### src/mcs_pkg.sv
package mcs_pkg;
  localparam int         NUM_CH      = 16;
  localparam int         CH_W        = 4;
  localparam int         LIST_DEPTH  = 16;
  localparam int         PTR_W       = 4;
  localparam logic [3:0] PAIR_OFFSET = 4'h8;
  localparam logic [7:0] CARD_RESET  = 8'h01;
  localparam logic [15:0] ALL_OPEN   = 16'h0000;
  typedef enum logic [1:0] {
    MCS_IDLE  = 2'b00,
    MCS_BREAK = 2'b01,
    MCS_MAKE  = 2'b11
  } mcs_state_t;
endpackage

### src/mcs_decode.sv
`timescale 1ns/100ps
module mcs_decode
  import mcs_pkg::*;
(
  input  wire logic [7:0]  card_number_digits,
  input  wire logic [7:0]  channel_number_digits,
  input  wire logic [7:0]  my_card,
  output logic             hit,
  output logic             valid,
  output logic [CH_W-1:0]  ch
);
  // bcd digits: tens in high nibble; leading zeros are just zero nibbles
  logic [7:0] bin;
  always_comb begin
    // widen the tens digit first so the product keeps all of its bits
    bin   = ({4'h0, channel_number_digits[7:4]} * 8'h0a) + {4'h0, channel_number_digits[3:0]};
    hit   = (card_number_digits == my_card);
    valid = (channel_number_digits[3:0] < 4'ha) && (bin < 8'(NUM_CH));
    ch    = bin[CH_W-1:0];
  end
endmodule

### src/mcs_top.sv
`timescale 1ns/100ps
module mcs_top
  import mcs_pkg::*;
(
  input  wire logic                mclk,
  input  wire logic                rst,
  input  wire logic [7:0]          my_card,
  input  wire logic [7:0]          card_number_digits,
  input  wire logic [7:0]          channel_number_digits,
  input  wire logic                open_request,
  input  wire logic                close_request,
  input  wire logic                list_write,
  input  wire logic [PTR_W-1:0]    list_addr,
  input  wire logic [PTR_W:0]      list_length,
  input  wire logic                scan_start_request,
  input  wire logic                trigger,
  input  wire logic                four_wire_pairing_mode,
  output logic [NUM_CH-1:0]        channel_closed,
  output logic                     busy,
  output logic                     scan_active,
  output logic [PTR_W-1:0]         scan_ptr
);
  // ------------------------------------------------------------
  // address decode
  // ------------------------------------------------------------
  logic            hit;
  logic            valid;
  logic [CH_W-1:0] dec_ch;

  mcs_decode u_dec (
    .card_number_digits    (card_number_digits),
    .channel_number_digits (channel_number_digits),
    .my_card               (my_card),
    .hit                   (hit),
    .valid                 (valid),
    .ch                    (dec_ch)
  );

  // ------------------------------------------------------------
  // scan list memory
  // ------------------------------------------------------------
  logic [CH_W-1:0] list_mem [LIST_DEPTH];
  always_ff @(posedge mclk) begin
    if (list_write && hit && valid) begin
      list_mem[list_addr] <= dec_ch;
    end
  end

  function automatic logic [NUM_CH-1:0] pattern(input logic [CH_W-1:0] c, input logic pair);
    logic [NUM_CH-1:0] p;
    p = ALL_OPEN;
    p[c] = 1'b1;
    if (pair) begin
      p[c ^ PAIR_OFFSET] = 1'b1;
    end
    return p;
  endfunction

  // ------------------------------------------------------------
  // sequencer state
  // ------------------------------------------------------------
  mcs_state_t        state_r, state_nxt;
  logic [NUM_CH-1:0] closed_r, closed_nxt;
  logic [NUM_CH-1:0] target_r, target_nxt;
  logic              scan_r, scan_nxt;
  logic [PTR_W-1:0]  ptr_r, ptr_nxt;
  logic [PTR_W:0]    len_r, len_nxt;
  logic              busy_r, busy_nxt;

  // ------------------------------------------------------------
  // request qualification
  // ------------------------------------------------------------
  // requests count only while idle; a strobe during a switch is dropped,
  // which keeps a second close from cutting the break phase short
  logic idle;
  logic addr_ok;
  logic close_hit;
  logic open_hit;
  logic do_close;
  logic do_open;
  logic do_start;
  logic do_step;
  logic last_entry;

  always_comb begin
    idle       = (state_r == MCS_IDLE);
    addr_ok    = hit && valid;
    close_hit  = close_request && addr_ok;
    open_hit   = open_request && addr_ok;
    // fixed priority: close, open, scan start, trigger
    do_close   = idle && close_hit;
    do_open    = idle && !close_hit && open_hit;
    do_start   = idle && !close_hit && !open_hit && scan_start_request
                 && (list_length != '0);
    do_step    = idle && !close_hit && !open_hit && !do_start && trigger && scan_r;
    // wraps to the list head after the last entry
    last_entry = (({1'b0, ptr_r} + 5'h01) >= len_r);
  end

  // ------------------------------------------------------------
  // switch phase: break, then make
  // ------------------------------------------------------------
  always_comb begin
    state_nxt = state_r;
    case (state_r)
      MCS_IDLE: begin
        if (do_close || do_start || do_step) begin
          state_nxt = MCS_BREAK;
        end
      end
      MCS_BREAK: begin
        state_nxt = MCS_MAKE;
      end
      MCS_MAKE: begin
        state_nxt = MCS_IDLE;
      end
      default: begin
        state_nxt = MCS_IDLE;
      end
    endcase
    // taken from the next state so busy rises together with the break phase
    busy_nxt = (state_nxt != MCS_IDLE);
  end

  always_ff @(posedge mclk or posedge rst) begin
    if (rst) begin
      state_r <= MCS_IDLE;
      busy_r  <= 1'b0;
    end else begin
      state_r <= state_nxt;
      busy_r  <= busy_nxt;
    end
  end

  // ------------------------------------------------------------
  // scan list pointer
  // ------------------------------------------------------------
  always_comb begin
    scan_nxt = scan_r;
    ptr_nxt  = ptr_r;
    len_nxt  = len_r;
    if (do_close) begin
      // a direct close takes the card out of its scan
      scan_nxt = 1'b0;
    end else if (do_start) begin
      ptr_nxt  = '0;
      len_nxt  = list_length;
      scan_nxt = 1'b1;
    end else if (do_step) begin
      ptr_nxt  = last_entry ? '0 : ptr_r + 4'h1;
    end
  end

  always_ff @(posedge mclk or posedge rst) begin
    if (rst) begin
      scan_r <= 1'b0;
      ptr_r  <= '0;
      len_r  <= '0;
    end else begin
      scan_r <= scan_nxt;
      ptr_r  <= ptr_nxt;
      len_r  <= len_nxt;
    end
  end

  // ------------------------------------------------------------
  // channel pattern
  // ------------------------------------------------------------
  // the new pattern waits in target_r while the break phase opens the card
  always_comb begin
    target_nxt = target_r;
    closed_nxt = closed_r;
    case (state_r)
      MCS_IDLE: begin
        if (do_close) begin
          target_nxt = pattern(dec_ch, four_wire_pairing_mode);
        end else if (do_open) begin
          // only the addressed channel and, when paired, its partner open
          closed_nxt = closed_r & ~pattern(dec_ch, four_wire_pairing_mode);
        end else if (do_start) begin
          target_nxt = pattern(list_mem[0], four_wire_pairing_mode);
        end else if (do_step) begin
          target_nxt = pattern(list_mem[ptr_nxt], four_wire_pairing_mode);
        end
      end
      MCS_BREAK: begin
        closed_nxt = ALL_OPEN;
      end
      MCS_MAKE: begin
        closed_nxt = target_r;
      end
      default: begin
        closed_nxt = ALL_OPEN;
      end
    endcase
  end

  always_ff @(posedge mclk or posedge rst) begin
    if (rst) begin
      closed_r <= ALL_OPEN;
      target_r <= ALL_OPEN;
    end else begin
      closed_r <= closed_nxt;
      target_r <= target_nxt;
    end
  end

  // ------------------------------------------------------------
  // outputs, all straight from registers
  // ------------------------------------------------------------
  assign channel_closed = closed_r;
  assign busy           = busy_r;
  assign scan_active    = scan_r;
  assign scan_ptr       = ptr_r;
endmodule

### config.mk
export PLATFORM = sky130hd
export DESIGN_NAME = mcs_top
export DESIGN_NICKNAME = d
export VERILOG_FILES = /design/src/mcs_pkg.sv /design/src/mcs_decode.sv /design/src/mcs_top.sv
export SDC_FILE = /design/constraint.sdc
export NUM_CORES = 1
export LEC_CHECK = 0
export ABC_AREA = 1
export BUFFER_PORTS_ARGS = -buffer_cell sky130_fd_sc_hd__buf_4
export CORE_MARGIN = 3
export CORE_UTILIZATION = 40
export CTS_BUF_LIST = sky130_fd_sc_hd__clkbuf_4
export CTS_CLUSTER_SIZE = 14
export DETAILED_ROUTE_END_ITERATION = 10
export PLACE_DENSITY = 0.65
export SYNTH_ARGS = -nofsm -noshare
export SYNTH_HDL_FRONTEND = slang
export SYNTH_SLANG_ARGS = --single-unit
### constraint.sdc
create_clock -name mclk -period 5.7 [get_ports mclk]
set_clock_uncertainty 0.15 [all_clocks]
set_input_delay 0.285 -clock mclk [delete_from_list [all_inputs] [get_ports mclk]]
set_output_delay 0.285 -clock mclk [all_outputs]
set_load 0.01 [all_outputs]
==> metrics.log <==
INFO  metric run_status = finished, final reports clean
INFO  metric port_buffers = 62
INFO  metric critical-path-max-stage-delay = 0.42 ns
INFO  metric number_of_nets_in_the_synthesized_netlist = 773
INFO  metric globalRouteMet2Util = 0.318
INFO  metric layout.area.seq = 3050 um^2
INFO  metric worst_path_max_delay_cell = sky130_fd_sc_hd__fa_1
INFO  metric yosys-top-cells-area = sky130_fd_sc_hd__edfxtp_1, sky130_fd_sc_hd__dfrtp_1, sky130_fd_sc_hd__nand2_1
INFO  metric clock_sinks = 109
INFO  metric layout_min_cycle_time = 4.29 ns
INFO  metric drt_wl_total = 15800 um
INFO  metric setup.worst_path.class = input port to flip-flop
INFO  metric core.rowCount = 44
INFO  metric worst_ep_arrival_time = 4.58 ns
INFO  metric yosys_warnings = 0
INFO  metric cp_max_fo = 33
INFO  metric met3_usage = 0.0297
INFO  metric setup_tns = 0 ns
INFO  metric area_taken_by_multi_input_logic_gates = 2670 um^2
INFO  metric route.detailed.wl_per_inst = 16.4 um
INFO  metric max_cap_violations = 0
INFO  metric globalplace.congestion = 0.872
INFO  metric gr-usage-all-layers = 0.194
INFO  metric drt_antenna_net_count = 0
INFO  metric max-slew-margin-rel = 0.401
INFO  metric die_boundary_height = 130 um
INFO  metric yosys_register_bits = 109
INFO  metric synth_area_per_cell = 8.56 um^2
INFO  metric powerDensity = 430 nW/um^2
INFO  metric grt-ovfl-total = 0
INFO  metric yosysUniqueCellTypes = 43
INFO  metric cp_launch_type = input port
INFO  metric timing_max_transition_violations_final = 0
INFO  metric avg_vias_per_cell = 5.42
INFO  metric tritoncts = yes
INFO  metric post_synth_instance_area = 6100 um^2
INFO  metric synth_edf_count = 64
INFO  metric irDropWorstVdd = 0.141 mV
INFO  metric wire_length_of_the_first_global_routing_pass = 25600 um
INFO  metric leakage = 3.07 nW
INFO  metric worst_setup_path_end_kind = flip-flop
INFO  metric critical-path-top-cell-by-count = sky130_fd_sc_hd__nand2_1
INFO  metric die-area = 16800 um^2
INFO  metric setup_violations = 0
INFO  metric layout.cell_area.non_filler = 6890 um^2
INFO  metric core = 14800 um^2
INFO  metric synth_top_flop_cell = sky130_fd_sc_hd__edfxtp_1
INFO  metric drtIter0Drc = 387
INFO  metric cts.repair.resized = 0
INFO  metric min_path_type = input port to flip-flop
INFO  metric layout.nets = 832
INFO  metric floorplan.initialDensity = 0.414
INFO  metric async_flop_share = 0.413
INFO  metric crit-reg2reg-launch = scan_ptr[0]$_DFF_PP0_
INFO  metric worst_ep_required = 6.00 ns
INFO  metric die_width = 130 um
INFO  metric grt_max_degree = 46
INFO  metric hold_path_depth = 3
INFO  metric drc = 0
INFO  metric syn_to_final_growth = 13.0%
INFO  metric detailedPlacementHpwl = 11500 um
INFO  metric tightestPinTransition = 0.897 ns
INFO  metric drtPass1Iterations = 7
INFO  metric post_route_cells_drive_above_1_share = 0.154
INFO  metric first_global_vias = 5169
INFO  metric clkLatencyLatePin = 0.51 ns
INFO  metric regToRegEndpoint = target_r[9]$_DFFE_PP0P_
INFO  metric hold_viol = 0
INFO  metric achievable-frequency = 233 MHz
INFO  metric cts-buffers-inserted = 9
INFO  metric htree_levels = 3
INFO  metric rsz0062_at_grt = false
INFO  metric worst_setup_hold_path_clk_slew = 0.17 ns
INFO  metric cts_max_path_buffers = 2
INFO  metric synthCells = 713
INFO  metric synth.largest_area_cell = sky130_fd_sc_hd__edfxtp_1
INFO  metric antenna_violations_before_repair = 0
INFO  metric r2r_cells = 21
INFO  metric final.fill_count = 1473
INFO  metric min_period_over_period = 0.752
INFO  metric worstHoldStart = list_addr[2]
INFO  metric placed_cell_area = 6700 um^2
INFO  metric floorplan.io_pins = 63
INFO  metric yosys.area.top_type_share = 0.315
INFO  metric grt_util_met1 = 0.270
INFO  metric global_route.peak_usage_layer = met2
INFO  metric cts-root-buf = sky130_fd_sc_hd__clkbuf_4
INFO  metric setup.reg_to_reg.worst_slack = 1.61 ns
INFO  metric dr_total_vias = 5211
INFO  metric synth_sequential_area_ratio = 0.499
INFO  metric min_delay_worst_endpoint = list_mem[13][2]$_DFFE_PP_
==> Yosys cell counts (7+ instances only) <==
| master | n |
|---|---|
| sky130_fd_sc_hd__nor2_1 | 105 |
| sky130_fd_sc_hd__nand2_1 | 180 |
| sky130_fd_sc_hd__nor2_2 | 7 |
| sky130_fd_sc_hd__nand3_1 | 92 |
| sky130_fd_sc_hd__a21oi_1 | 13 |
| sky130_fd_sc_hd__nand4_1 | 27 |
| sky130_fd_sc_hd__clkbuf_1 | 10 |
| sky130_fd_sc_hd__edfxtp_1 | 64 |
| sky130_fd_sc_hd__a32o_1 | 10 |
| sky130_fd_sc_hd__buf_2 | 7 |
| sky130_fd_sc_hd__ha_1 | 17 |
| sky130_fd_sc_hd__dfrtp_1 | 45 |
| sky130_fd_sc_hd__inv_1 | 55 |
| sky130_fd_sc_hd__inv_2 | 7 |
| sky130_fd_sc_hd__o21ai_0 | 9 |
==> cells by family (layout without fill, tap and decap cells) <==
logic type      count (synthesis)  in the layout  synth area share
simple gates                  430            430             0.314
mux                             6              6            0.0111
compound gates                 52             52            0.0601
other cells                     0              1                 0
buf+inv                        90            154            0.0640
xor+xnor                        7              7            0.0100
fa+ha+maj                      19             19            0.0414
flops                         109            109             0.499
==> worst max-delay path: cells and delay by family <==
family,cells,cell delay [ns]
XOR/XNOR,1,0.27
adder cells (fa/ha/maj),3,0.95
buffers and inverters,2,0.43
AND/OR/NAND/NOR,19,2.63
==> sequential cells by signal, indices dropped and copies added, names as in the netlist <==
signal,cells
scan_active,1
target_r,16
list_mem,64
channel_closed,16
busy,1
len_r,5
state_r,2
scan_ptr,4
==> how the worst max path moves through the flow <==
| stage | slack [ns] | startpoint | depth (start not counted) | endpoint |
|---|---|---|---|---|
| after floorplan | 2.20 | channel_number_digits[5] | 26 | target_r[12]$_DFFE_PP0P_ |
| after global placement | 1.06 | channel_number_digits[5] | 24 | target_r[7]$_DFFE_PP0P_ |
| after detailed placement | 0.90 | channel_number_digits[5] | 25 | target_r[9]$_DFFE_PP0P_ |
| after CTS | 1.43 | channel_number_digits[5] | 25 | target_r[9]$_DFFE_PP0P_ |
| after global routing | 0.99 | channel_number_digits[5] | 25 | target_r[12]$_DFFE_PP0P_ |
| final | 1.41 | channel_number_digits[5] | 25 | target_r[9]$_DFFE_PP0P_ |
==> report_power, final <==
group	switching [mW]	total, mW	internal, mW
clock	0.272	0.368	0.0960
combinational	1.00	1.52	0.514
sequential	0.0956	1.08	0.986
==> through the flow <==
step | hold WS (ns) | setup slack [ns] | instances | total power, mW | util
2_1_floorplan | 0.234 | 2.20 | 713 | 2.22 | -
3_3_place_gp | 0.329 | 1.06 | 938 | 2.57 | 0.454
3_5_place_dp | 0.322 | 0.900 | 938 | 2.60 | 0.454
4_1_cts | 0.146 | 1.43 | 961 | 2.97 | 0.467
5_1_grt | 0.156 | 0.990 | 961 | 3.23 | 0.467
6_report | 0.161 | 1.41 | 962 | 2.97 | 0.467
==> layer usage <==
metal,vias to the layer above,routed length [um]
met5,-,0
met4,0,309
met3,29,864
met2,171,7370
met1,2480,7230
li1,2531,-
==> layout by cell type, fill, tap and decap left out, types with 3 or more instances in the layout <==
master,count
sky130_fd_sc_hd__buf_4,67
sky130_fd_sc_hd__o221ai_1,6
sky130_fd_sc_hd__dfrtp_1,45
sky130_fd_sc_hd__a21oi_1,13
sky130_fd_sc_hd__o21ai_0,9
sky130_fd_sc_hd__edfxtp_1,64
sky130_fd_sc_hd__nand4_1,27
sky130_fd_sc_hd__inv_2,7
sky130_fd_sc_hd__a32o_1,10
sky130_fd_sc_hd__ha_1,17
sky130_fd_sc_hd__clkinv_1,3
sky130_fd_sc_hd__clkbuf_4,9
sky130_fd_sc_hd__nand2_1,180
sky130_fd_sc_hd__nor2_2,7
sky130_fd_sc_hd__nor2_1,105
sky130_fd_sc_hd__o211ai_1,6
sky130_fd_sc_hd__inv_1,54
sky130_fd_sc_hd__dlygate4sd3_1,7
sky130_fd_sc_hd__nand3_1,92
sky130_fd_sc_hd__clkinv_4,3
sky130_fd_sc_hd__mux2_2,6
sky130_fd_sc_hd__xor2_1,4
sky130_fd_sc_hd__nand3_2,3
sky130_fd_sc_hd__nand2_2,6
==> final cells by class <==
| cell class | instances | share of cell area |
|---|---|---|
| flip-flops and latches | 109 | 0.442 |
| multi-input cells | 514 | 0.388 |
| repair buffers | 74 | 0.0831 |
| inverters | 64 | 0.0352 |
| well taps | 184 | 0.0334 |
| clock buffers | 9 | 0.00980 |
| clock inverters | 7 | 0.00835 |
| diodes | 1 | 0.000363 |
==> what timing repair did <==
action,4_1_cts,5_1_grt
buffers inserted,0,0
endpoints found under the setup margin,0,0
endpoints found under the hold margin,57,0
hold buffers,7,0
(Power assumes the default switching activity.)
